`config.mk`:
```
export PLATFORM = sky130hd
export DESIGN_NAME = rsm_reset_state_manager
export DESIGN_NICKNAME = d
export VERILOG_FILES = /design/src/logic/rsm_pkg.sv /design/src/logic/rsm_reset_state_manager.sv
export SDC_FILE = /design/constraint.sdc
export NUM_CORES = 1
export LEC_CHECK = 0
export ABC_AREA = 0
export BUFFER_PORTS_ARGS = -buffer_cell sky130_fd_sc_hd__buf_4
export CAP_MARGIN = 0
export CORE_ASPECT_RATIO = 1.1
export CORE_MARGIN = 4
export CORE_UTILIZATION = 33
export CTS_BUF_LIST = sky130_fd_sc_hd__clkbuf_8
export DETAILED_ROUTE_END_ITERATION = 10
export PLACE_DENSITY = 0.64
export SLEW_MARGIN = 20
export SYNTH_ARGS = -nofsm -noshare
export SYNTH_HDL_FRONTEND = slang
export SYNTH_SLANG_ARGS = --single-unit
```
`constraint.sdc`:
```
create_clock -name i_ref_clk -period 2.95 [get_ports i_ref_clk]
set_clock_uncertainty 0.1 [all_clocks]
set_input_delay 0.7375 -clock i_ref_clk [delete_from_list [all_inputs] [get_ports i_ref_clk]]
set_output_delay 0.7375 -clock i_ref_clk [all_outputs]
set_load 0.1 [all_outputs]
```
`src/logic/rsm_pkg.sv`:
```
package rsm_pkg;

   // register byte offsets
   localparam logic [7:0] OFS_CMD = 8'h00;
   localparam logic [7:0] OFS_STATUS = 8'h04;
   localparam logic [7:0] OFS_MODE = 8'h08;

   // write key, bits 31..24 of command and mode writes
   localparam int KEY_LSB = 24;
   localparam logic [7:0] KEY_VAL = 8'hA5;

   // command bits
   localparam int CMD_CORE = 0;
   localparam int CMD_PERIPH = 2;
   localparam int CMD_PIN = 3;

   // status bits
   localparam int ST_USER_SEEN = 0;
   localparam int ST_BROWN_SEEN = 1;
   localparam int ST_CAUSE_LSB = 8;
   localparam int ST_PIN_LEVEL = 16;
   localparam int ST_SW_BUSY = 17;

   // mode bits
   localparam int MD_USER_EN = 0;
   localparam int MD_USER_IRQ = 4;
   localparam int MD_LEN_LSB = 8;
   localparam int MD_BROWN_IRQ = 16;

   // last reset cause codes
   localparam logic [2:0] CAUSE_POWERUP = 3'h0;
   localparam logic [2:0] CAUSE_WDOG = 3'h2;
   localparam logic [2:0] CAUSE_SOFT = 3'h3;
   localparam logic [2:0] CAUSE_USER = 3'h4;
   localparam logic [2:0] CAUSE_BROWN = 3'h5;

   // reset states last three slow ticks, user and brownout after their hold: counts 0,1,2
   localparam logic [1:0] STATE_LAST_TICK = 2'h2;
   // master cycles the pin stays masked after the driver lets go
   localparam logic [2:0] PIN_MASK_CYC = 3'h4;

   // mode register contents
   typedef struct packed {
      logic brown_irq_enable;
      logic [3:0] ext_reset_length;
      logic user_reset_irq_enable;
      logic user_reset_enable;
   } rsm_mode_t;

   typedef enum logic [2:0] {
      ST_RUN, ST_PWRUP, ST_BROWN, ST_WDOG, ST_SOFT, ST_USER
   } rsm_state_t;

endpackage

```
`src/logic/rsm_reset_state_manager.sv`:
```
// Operation
// RULE1 - watchdog reset lasts exactly three slow ticks
// RULE2 - core-only clear: core, periph, pin reset
// RULE3 - core-only set: only core reset
// RULE4 - watchdog reset disabled: fault ignored
// RULE5 - priority powerup, brownout, watchdog, software, user
// RULE6 - watchdog preempts software; pin ignored
// RULE7 - no user reset during watchdog reset
// RULE8 - user reset holds core in reset
// RULE9 - software busy bit 17 while command runs
// RULE10 - bit 16 shows sampled pin level
// RULE11 - pin falling edge sets bit 0
// RULE12 - user flag interrupt when enabled, reset off
// RULE13 - brownout flag when brownout reset disabled
// RULE14 - command and mode need key 0xA5
// RULE15 - command bits 0,2,3 start resets
// RULE16 - cause codes in status bits 10..8
// RULE17 - status read keeps cause field
// RULE18 - mode bit 0 enables user reset
// RULE19 - pin held low 2^(len+1) slow ticks
// RULE20 - mode bits 4,16 gate interrupt flags
// RULE21 - software reset lasts three slow ticks
// RULE22 - command writes ignored while busy
// RULE23 - cause loaded at core reset release
// RULE24 - fault and pin synchronised first
//
// The APB register port was chosen for this implementation.
module rsm_reset_state_manager (
   // clock, reset, enable
   input wire logic i_ref_clk,
   input wire logic i_reset_n,
   input wire logic i_clk_en,
   // slow clock tick, one master cycle per slow period
   input wire logic i_slow_tick,
   // watchdog side
   input wire logic i_wdog_fault,
   input wire logic i_watchdog_reset_enable,
   input wire logic i_watchdog_core_only,
   // brownout side
   input wire logic i_brownout,
   input wire logic i_brownout_reset_enable,
   // external reset pin
   input wire logic i_nrst_in,
   output logic o_nrst_out,
   output logic o_nrst_oe,
   // reset outputs
   output logic o_core_reset_n,
   output logic o_periph_reset_n,
   output logic o_irq,
   // apb slave
   input wire logic i_psel,
   input wire logic i_penable,
   input wire logic i_pwrite,
   input wire logic [7:0] i_paddr,
   input wire logic [31:0] i_pwdata,
   output logic o_pready,
   output logic o_pslverr,
   output logic [31:0] o_prdata
);

   // two-flop synchronisers plus a history flop for edges
   logic [2:0] pin_q, wdf_q, bod_q;
   logic pin_s, pin_fall, wdf_rise, bod_s, bod_rise;

   // synchronisers; only stage 1 and later are read
   always_ff @(posedge i_ref_clk or negedge i_reset_n) begin
      if (!i_reset_n) begin
         pin_q <= 3'h7;
         wdf_q <= 3'h0;
         bod_q <= 3'h0;
      end else if (i_clk_en) begin
         pin_q <= {pin_q[1:0], i_nrst_in}; // RULE24
         wdf_q <= {wdf_q[1:0], i_wdog_fault}; // RULE24
         bod_q <= {bod_q[1:0], i_brownout};
      end
   end

   // edges from the settled stages only
   assign pin_s = pin_q[1];
   assign pin_fall = pin_q[2] & ~pin_q[1];
   assign wdf_rise = wdf_q[1] & ~wdf_q[2];
   assign bod_s = bod_q[1];
   assign bod_rise = bod_q[1] & ~bod_q[2];

   // bus side state
   logic pready_q, pready_d;
   logic pslverr_q, pslverr_d;
   logic [31:0] prdata_q, prdata_d;
   rsm_pkg::rsm_mode_t mode_q, mode_d;
   logic user_seen_q, user_seen_d;
   logic brown_seen_q, brown_seen_d;
   logic pin_level_q, pin_level_d;
   logic irq_q, irq_d;

   // reset side state
   rsm_pkg::rsm_state_t st_q, st_d;
   logic [1:0] cnt_q, cnt_d;
   logic core_rst_q, core_rst_d;
   logic per_rst_q, per_rst_d;
   logic [2:0] pend_q, pend_d;
   logic [2:0] cause_q, cause_d;
   logic [16:0] ext_cnt_q, ext_cnt_d;
   logic ext_on_q, ext_on_d;
   logic [2:0] mask_q, mask_d;

   // decoded bus strobes
   logic acc, key_ok, hit_cmd, hit_st, hit_md, mapped;
   logic cmd_wr, st_rd, md_wr, sw_busy;
   logic [31:0] status_word;

   // pin drive length in slow ticks
   function automatic logic [16:0] ext_len(input logic [3:0] len);
      ext_len = 17'h00002 << len; // RULE19
   endfunction

   assign acc = i_psel & i_penable & pready_q;
   assign key_ok = (i_pwdata[31:rsm_pkg::KEY_LSB] == rsm_pkg::KEY_VAL);
   assign hit_cmd = (i_paddr == rsm_pkg::OFS_CMD);
   assign hit_st = (i_paddr == rsm_pkg::OFS_STATUS);
   assign hit_md = (i_paddr == rsm_pkg::OFS_MODE);
   assign mapped = hit_cmd | hit_st | hit_md;
   assign sw_busy = (st_q == rsm_pkg::ST_SOFT);
   assign cmd_wr = acc & i_pwrite & hit_cmd & key_ok & ~sw_busy; // RULE14 RULE22
   assign st_rd = acc & ~i_pwrite & hit_st;
   assign md_wr = acc & i_pwrite & hit_md & key_ok; // RULE14

   // status word as software sees it
   always_comb begin
      status_word = 32'h00000000;
      status_word[rsm_pkg::ST_USER_SEEN] = user_seen_q;
      status_word[rsm_pkg::ST_BROWN_SEEN] = brown_seen_q;
      status_word[rsm_pkg::ST_CAUSE_LSB +: 3] = cause_q; // RULE16 RULE17
      status_word[rsm_pkg::ST_PIN_LEVEL] = pin_level_q; // RULE10
      status_word[rsm_pkg::ST_SW_BUSY] = sw_busy; // RULE9
   end

   // bus next state: one wait state, so every output is a flop
   always_comb begin
      pready_d = i_psel & i_penable & ~pready_q;
      pslverr_d = pready_d & ~mapped;
      prdata_d = prdata_q;
      if (pready_d) begin
         prdata_d = 32'h00000000;
         if (!i_pwrite && hit_st) begin
            prdata_d = status_word;
         end else if (!i_pwrite && hit_md) begin
            prdata_d[rsm_pkg::MD_USER_EN] = mode_q.user_reset_enable;
            prdata_d[rsm_pkg::MD_USER_IRQ] = mode_q.user_reset_irq_enable;
            prdata_d[rsm_pkg::MD_LEN_LSB +: 4] = mode_q.ext_reset_length;
            prdata_d[rsm_pkg::MD_BROWN_IRQ] = mode_q.brown_irq_enable;
         end
      end
      mode_d = mode_q;
      if (md_wr) begin
         mode_d.user_reset_enable = i_pwdata[rsm_pkg::MD_USER_EN];
         mode_d.user_reset_irq_enable = i_pwdata[rsm_pkg::MD_USER_IRQ];
         mode_d.ext_reset_length = i_pwdata[rsm_pkg::MD_LEN_LSB +: 4];
         mode_d.brown_irq_enable = i_pwdata[rsm_pkg::MD_BROWN_IRQ];
      end
      pin_level_d = pin_s; // RULE10
      // a read clears the flags; a new event in that cycle wins
      user_seen_d = (user_seen_q & ~st_rd) | pin_fall; // RULE11
      brown_seen_d = (brown_seen_q & ~st_rd) | (bod_rise & ~i_brownout_reset_enable); // RULE13
      irq_d = (user_seen_d & ~mode_d.user_reset_enable & mode_d.user_reset_irq_enable) // RULE12
         | (brown_seen_d & mode_d.brown_irq_enable); // RULE20
   end

   // bus registers
   always_ff @(posedge i_ref_clk or negedge i_reset_n) begin
      if (!i_reset_n) begin
         pready_q <= 1'b0;
         pslverr_q <= 1'b0;
         prdata_q <= 32'h00000000;
         mode_q <= '0;
         user_seen_q <= 1'b0;
         brown_seen_q <= 1'b0;
         pin_level_q <= 1'b1;
         irq_q <= 1'b0;
      end else if (i_clk_en) begin
         pready_q <= pready_d;
         pslverr_q <= pslverr_d;
         prdata_q <= prdata_d;
         mode_q <= mode_d;
         user_seen_q <= user_seen_d;
         brown_seen_q <= brown_seen_d;
         pin_level_q <= pin_level_d;
         irq_q <= irq_d;
      end
   end

   // requests into the state manager
   logic pin_mask, brown_req, wdog_req, user_req, ext_start;
   assign pin_mask = ext_on_q | (mask_q != 3'h0); // RULE2
   assign brown_req = bod_s & i_brownout_reset_enable;
   assign wdog_req = wdf_rise & i_watchdog_reset_enable; // RULE4
   assign user_req = ~pin_s & mode_q.user_reset_enable & ~pin_mask; // RULE18

   // reset state next values
   always_comb begin
      st_d = st_q;
      cnt_d = cnt_q;
      core_rst_d = core_rst_q;
      per_rst_d = per_rst_q;
      pend_d = pend_q;
      cause_d = cause_q;
      ext_start = 1'b0;
      if (i_slow_tick) begin
         cnt_d = cnt_q + 2'h1;
      end
      // fixed priority; power-up is never preempted
      if (st_q != rsm_pkg::ST_PWRUP && st_q != rsm_pkg::ST_BROWN && brown_req) begin // RULE5
         st_d = rsm_pkg::ST_BROWN;
         cnt_d = 2'h0;
         core_rst_d = 1'b1;
         per_rst_d = 1'b1;
         pend_d = rsm_pkg::CAUSE_BROWN;
         ext_start = 1'b1;
      end else if (wdog_req && (st_q == rsm_pkg::ST_RUN || st_q == rsm_pkg::ST_SOFT)) begin // RULE6
         st_d = rsm_pkg::ST_WDOG;
         cnt_d = 2'h0;
         core_rst_d = 1'b1;
         per_rst_d = ~i_watchdog_core_only; // RULE2 RULE3
         pend_d = rsm_pkg::CAUSE_WDOG;
         ext_start = ~i_watchdog_core_only; // RULE2
      end else if (st_q == rsm_pkg::ST_RUN && cmd_wr) begin // RULE15
         if (i_pwdata[rsm_pkg::CMD_CORE] | i_pwdata[rsm_pkg::CMD_PERIPH]
               | i_pwdata[rsm_pkg::CMD_PIN]) begin
            st_d = rsm_pkg::ST_SOFT;
            cnt_d = 2'h0;
            core_rst_d = i_pwdata[rsm_pkg::CMD_CORE];
            per_rst_d = i_pwdata[rsm_pkg::CMD_PERIPH];
            pend_d = rsm_pkg::CAUSE_SOFT;
            ext_start = i_pwdata[rsm_pkg::CMD_PIN];
         end
      end else if (st_q == rsm_pkg::ST_RUN && user_req) begin // RULE7
         st_d = rsm_pkg::ST_USER;
         cnt_d = 2'h0;
         core_rst_d = 1'b1; // RULE8
         per_rst_d = 1'b1;
         pend_d = rsm_pkg::CAUSE_USER;
      end else begin
         unique case (st_q)
            rsm_pkg::ST_RUN: begin
               cnt_d = 2'h0;
            end
            rsm_pkg::ST_USER: begin
               // held while the pin stays low, then three ticks
               if (!pin_s) begin
                  cnt_d = 2'h0;
               end
            end
            rsm_pkg::ST_BROWN: begin
               if (bod_s) begin
                  cnt_d = 2'h0;
               end
            end
            rsm_pkg::ST_PWRUP, rsm_pkg::ST_WDOG, rsm_pkg::ST_SOFT: begin
            end
         endcase
         // leave after the third tick of the state
         if (st_q != rsm_pkg::ST_RUN && i_slow_tick
               && cnt_q == rsm_pkg::STATE_LAST_TICK) begin // RULE1 RULE21
            st_d = rsm_pkg::ST_RUN;
            cnt_d = 2'h0;
            core_rst_d = 1'b0;
            per_rst_d = 1'b0;
            if (core_rst_q) begin
               cause_d = pend_q; // RULE23
            end
         end
      end
   end

   // pin driver length and the self-reset mask
   always_comb begin
      ext_cnt_d = ext_cnt_q;
      if (ext_start) begin
         ext_cnt_d = ext_len(mode_q.ext_reset_length); // RULE19
      end else if (i_slow_tick && ext_cnt_q != 17'h00000) begin
         ext_cnt_d = ext_cnt_q - 17'h00001;
      end
      ext_on_d = (ext_cnt_d != 17'h00000);
      // the synchroniser lags the pin; mask covers that lag
      if (ext_on_q) begin
         mask_d = rsm_pkg::PIN_MASK_CYC;
      end else if (mask_q != 3'h0) begin
         mask_d = mask_q - 3'h1;
      end else begin
         mask_d = 3'h0;
      end
   end

   // reset state registers; power-up state held for three ticks
   always_ff @(posedge i_ref_clk or negedge i_reset_n) begin
      if (!i_reset_n) begin
         st_q <= rsm_pkg::ST_PWRUP;
         cnt_q <= 2'h0;
         core_rst_q <= 1'b1;
         per_rst_q <= 1'b1;
         pend_q <= rsm_pkg::CAUSE_POWERUP;
         cause_q <= rsm_pkg::CAUSE_POWERUP;
         ext_cnt_q <= 17'h00000;
         ext_on_q <= 1'b0;
         mask_q <= 3'h0;
      end else if (i_clk_en) begin
         st_q <= st_d;
         cnt_q <= cnt_d;
         core_rst_q <= core_rst_d;
         per_rst_q <= per_rst_d;
         pend_q <= pend_d;
         cause_q <= cause_d;
         ext_cnt_q <= ext_cnt_d;
         ext_on_q <= ext_on_d;
         mask_q <= mask_d;
      end
   end

   // outputs, all straight from flops; pin is open drain, low only
   assign o_nrst_out = 1'b0 & ext_on_q;
   assign o_nrst_oe = ext_on_q;
   assign o_core_reset_n = ~core_rst_q;
   assign o_periph_reset_n = ~per_rst_q;
   assign o_irq = irq_q;
   assign o_pready = pready_q;
   assign o_pslverr = pslverr_q;
   assign o_prdata = prdata_q;
endmodule

```
==> results.yml <==
run_status:
  status: "finished, final reports clean"
die:
  die_w_um: 114
  start_util_pct: 33.8
  die-area_um2: 14200
  io_pins: 92
  coreArea_um2: 12100
  num_rows: 42
  die_h_um: 125
power_and_ir_drop:
  clkPwrFrac_pct: 20.2
  power_density_nw_per_um2: 703
  p_int_mw: 1.93
  p_seq_share_pct: 37.4
  power.leakage_nw: 2.15
  switching_power_mw: 1.49
  power_mw: 3.42
  switching_share_pct: 43.6
  vdd_drop_max_mv: 0.625
  power_frac_comb_pct: 42.4
placed_design:
  dp.cells: 661
  hpwl_mm: 8.01
  port-buffer-count: 52
  place_congestion: 0.888
synth:
  yosysTopAreaCell: "dfrtp_1"
  ys_top_cells_by_count: "dfrtp_1, nand2_1, nor2_1"
  synth_edf_count: 0
  synth_area_leaders: "dfrtp_1, mux2_2, buf_4"
  ys_seq_area_share_pct: 39.4
  synth_compound_area_share_pct: 21.7
  async_flop_share_pct: 100
  post_synth_fa_ha_maj_area_fraction_pct: 1.53
  syn_area_um2: 4080
  synth_ff_type: "dfrtp_1"
  synth_most_common_cell: "dfrtp_1"
  ys_types: 72
  synthMuxAreaShare_pct: 6.01
  synth_top_family_by_area: "compound AO/OA/AOI/OAI gates"
  synth_simple_gate_area_share_pct: 21.0
  post_synth.cell_area_avg_um2: 9.01
  synth_top_area_share_pct: 35.6
  synth-xor-area-share_pct: 1.07
  synth_warnings: 0
  syn-instance-count: 453
  ys_ff_latch: 64
global_route:
  grt_pass1_vias: 3760
  grt-ovfl-total: 0
  grt_max_degree: 65
  antenna_found_initial: 0
  grt.total_usage_pct: 15.3
  grt_pass1_wl_mm: 17.9
clock_network:
  cts_tree: "done"
  cts_resized: 0
  cts_setup_buffers: 0
  cts_buffers: 9
  path_clk_slew_ps: 80
  hold_buffers: 0
  cts.sinks: 64
  cts_buffer_depth: 2
  h-tree-depth: 3
  root_buffer: "clkbuf_8"
  clk_latency_ps: 350
sta:
  setup-violations-final: 0
  finalCritPeriodShare_pct: 94.0
  slew_headroom_pct: 45.1
  hold_ws_ps: 369
  max_freq_mhz: 361
  slew_viol_final: 0
  grt_setup_unrepaired: "no"
  finalSetupTns_ps: 0
  hold_viol: 0
  worst_pin_slew_ps: 823
  period_needed_ps: 2770
drt:
  drtPass1Iterations: 5
  vias: 3759
  drc: 0
  drt-total-wl_mm: 10.8
  viasPerCell: 5.55
  drt-initial-drc-count: 242
  wl_per_cell_um: 16.0
  antenna_left: 0
cells_and_area:
  nFillCells: 1228
  instances_no_fill: 677
  nets: 576
  area_growth_pct: 19.3
  drive_above_1_share_pct: 24.7
  antenna_cells: 0
setup_path:
  slowest_delay_ps: 490
  cp_data_required_time_ps: 3080
  crit_chain: "buf_4, or3b_1, or4_1, buf_4, nor3_1, a31oi_1, o21ai_1, mux2_1"
  critical_path_class: "input port to register"
  crit_path_max_fanout: 6
  r2r_cells: 6
  cp-end-kind: "register"
  critPathSlowestCell: "or4_1"
  cp-start-kind: "input port"
  path_common_cell: "buf_4"
  critPathArrivalTime_ps: 2900
flow_run:
  cap_violations: 0
hold_path:
  hp-class: "input port to async pin"
==> final cells by class <==
cell class | count | area [µm²] | area share (%)
multi-input combinational | 338 | 2180 | 44.8
sequential | 64 | 1610 | 33.1
timing repair buffer | 82 | 628 | 12.9
tap | 154 | 193 | 3.96
clock buffer | 9 | 124 | 2.54
inverter | 23 | 86.3 | 1.77
clock inverter | 7 | 47.5 | 0.976
==> critical path, delay by kind of cell <==
kind / cells / cell delay [ps]
AND/OR/NAND/NOR: 3 / 1120
AO/OA/AOI/OAI: 2 / 380
multiplexers: 1 / 360
buffers and inverters: 2 / 300
==> routing by layer <==
metal	share of wire [%]	GRT usage, %	up-vias
li1	-	-	1757
met1	43	19.2	1830
met2	49	25.6	143
met3	5.6	2.72	29
met4	2.9	6.36	0
met5	0	0	-
==> power groups by stage <==
stage / Combinational [mW] / Sequential (mW) / Clock [mW]
after floorplan: 1.08 / 1.24 / 0
after global placement: 1.41 / 1.29 / 0
after detailed placement: 1.43 / 1.30 / 0
after CTS: 1.44 / 1.28 / 0.708
after global routing: 1.57 / 1.31 / 0.744
final: 1.45 / 1.28 / 0.690
==> metrics by stage <==
step           setup WS, ps  util (%)  area, µm²
2_1_floorplan          37.6         -       4170
4_1_cts                 201      40.3       4870
6_report                177      40.3       4870
3_3_place_gp           -169      38.9       4700
5_1_grt                54.6      40.3       4870
3_5_place_dp           -169      38.9       4700
==> path summary, 6_finish.rpt <==
path                                        endpoint                       from  slack, ps
min reg2reg                    pend_q[1]$_DFFE_PN0P_      pend_q[1]$_DFFE_PN0P_        380
max                              st_q[2]$_DFFE_PN0P_               i_pwdata[25]        180
max in group asynchronous  ext_cnt_q[12]$_DFFE_PN0P_                  i_reset_n       1810
max reg2reg                    o_nrst_oe$_DFFE_PN0P_  ext_cnt_q[13]$_DFFE_PN0P_        250
min                            o_pslverr$_DFFE_PN0P_                  i_reset_n        370
min in group i_ref_clk         pend_q[1]$_DFFE_PN0P_      pend_q[1]$_DFFE_PN0P_        380
==> logic make-up after synthesis <==
family	Yosys count
compound gates	129
xor+xnor	5
fa+ha+maj	5
buf+inv	74
flops	64
mux	22
other cells	1
simple gates	153
==> placed cells by master (no fill, tap or decap), types with 8 or more instances in the layout <==
cell / instances
o21ai_1: 13
nor2_1: 28
clkbuf_8: 9
buf_4: 81
o22ai_1: 8
or3_1: 11
a22o_1: 10
inv_1: 23
o21ai_0: 21
conb_1: 24
dfrtp_1: 57
nor3_1: 12
nand2_1: 34
a21oi_1: 18
mux2_2: 17
==> flip-flops by register name (all words and copies together) (netlist names), 2 cells and up <==
name	cells
bod_q	3
cause_q	3
cnt_q	2
ext_cnt_q	17
mask_q	3
mode_q	7
o_prdata	9
pend_q	3
pin_q	3
st_q	3
wdf_q	3
(Power assumes the default switching activity.)
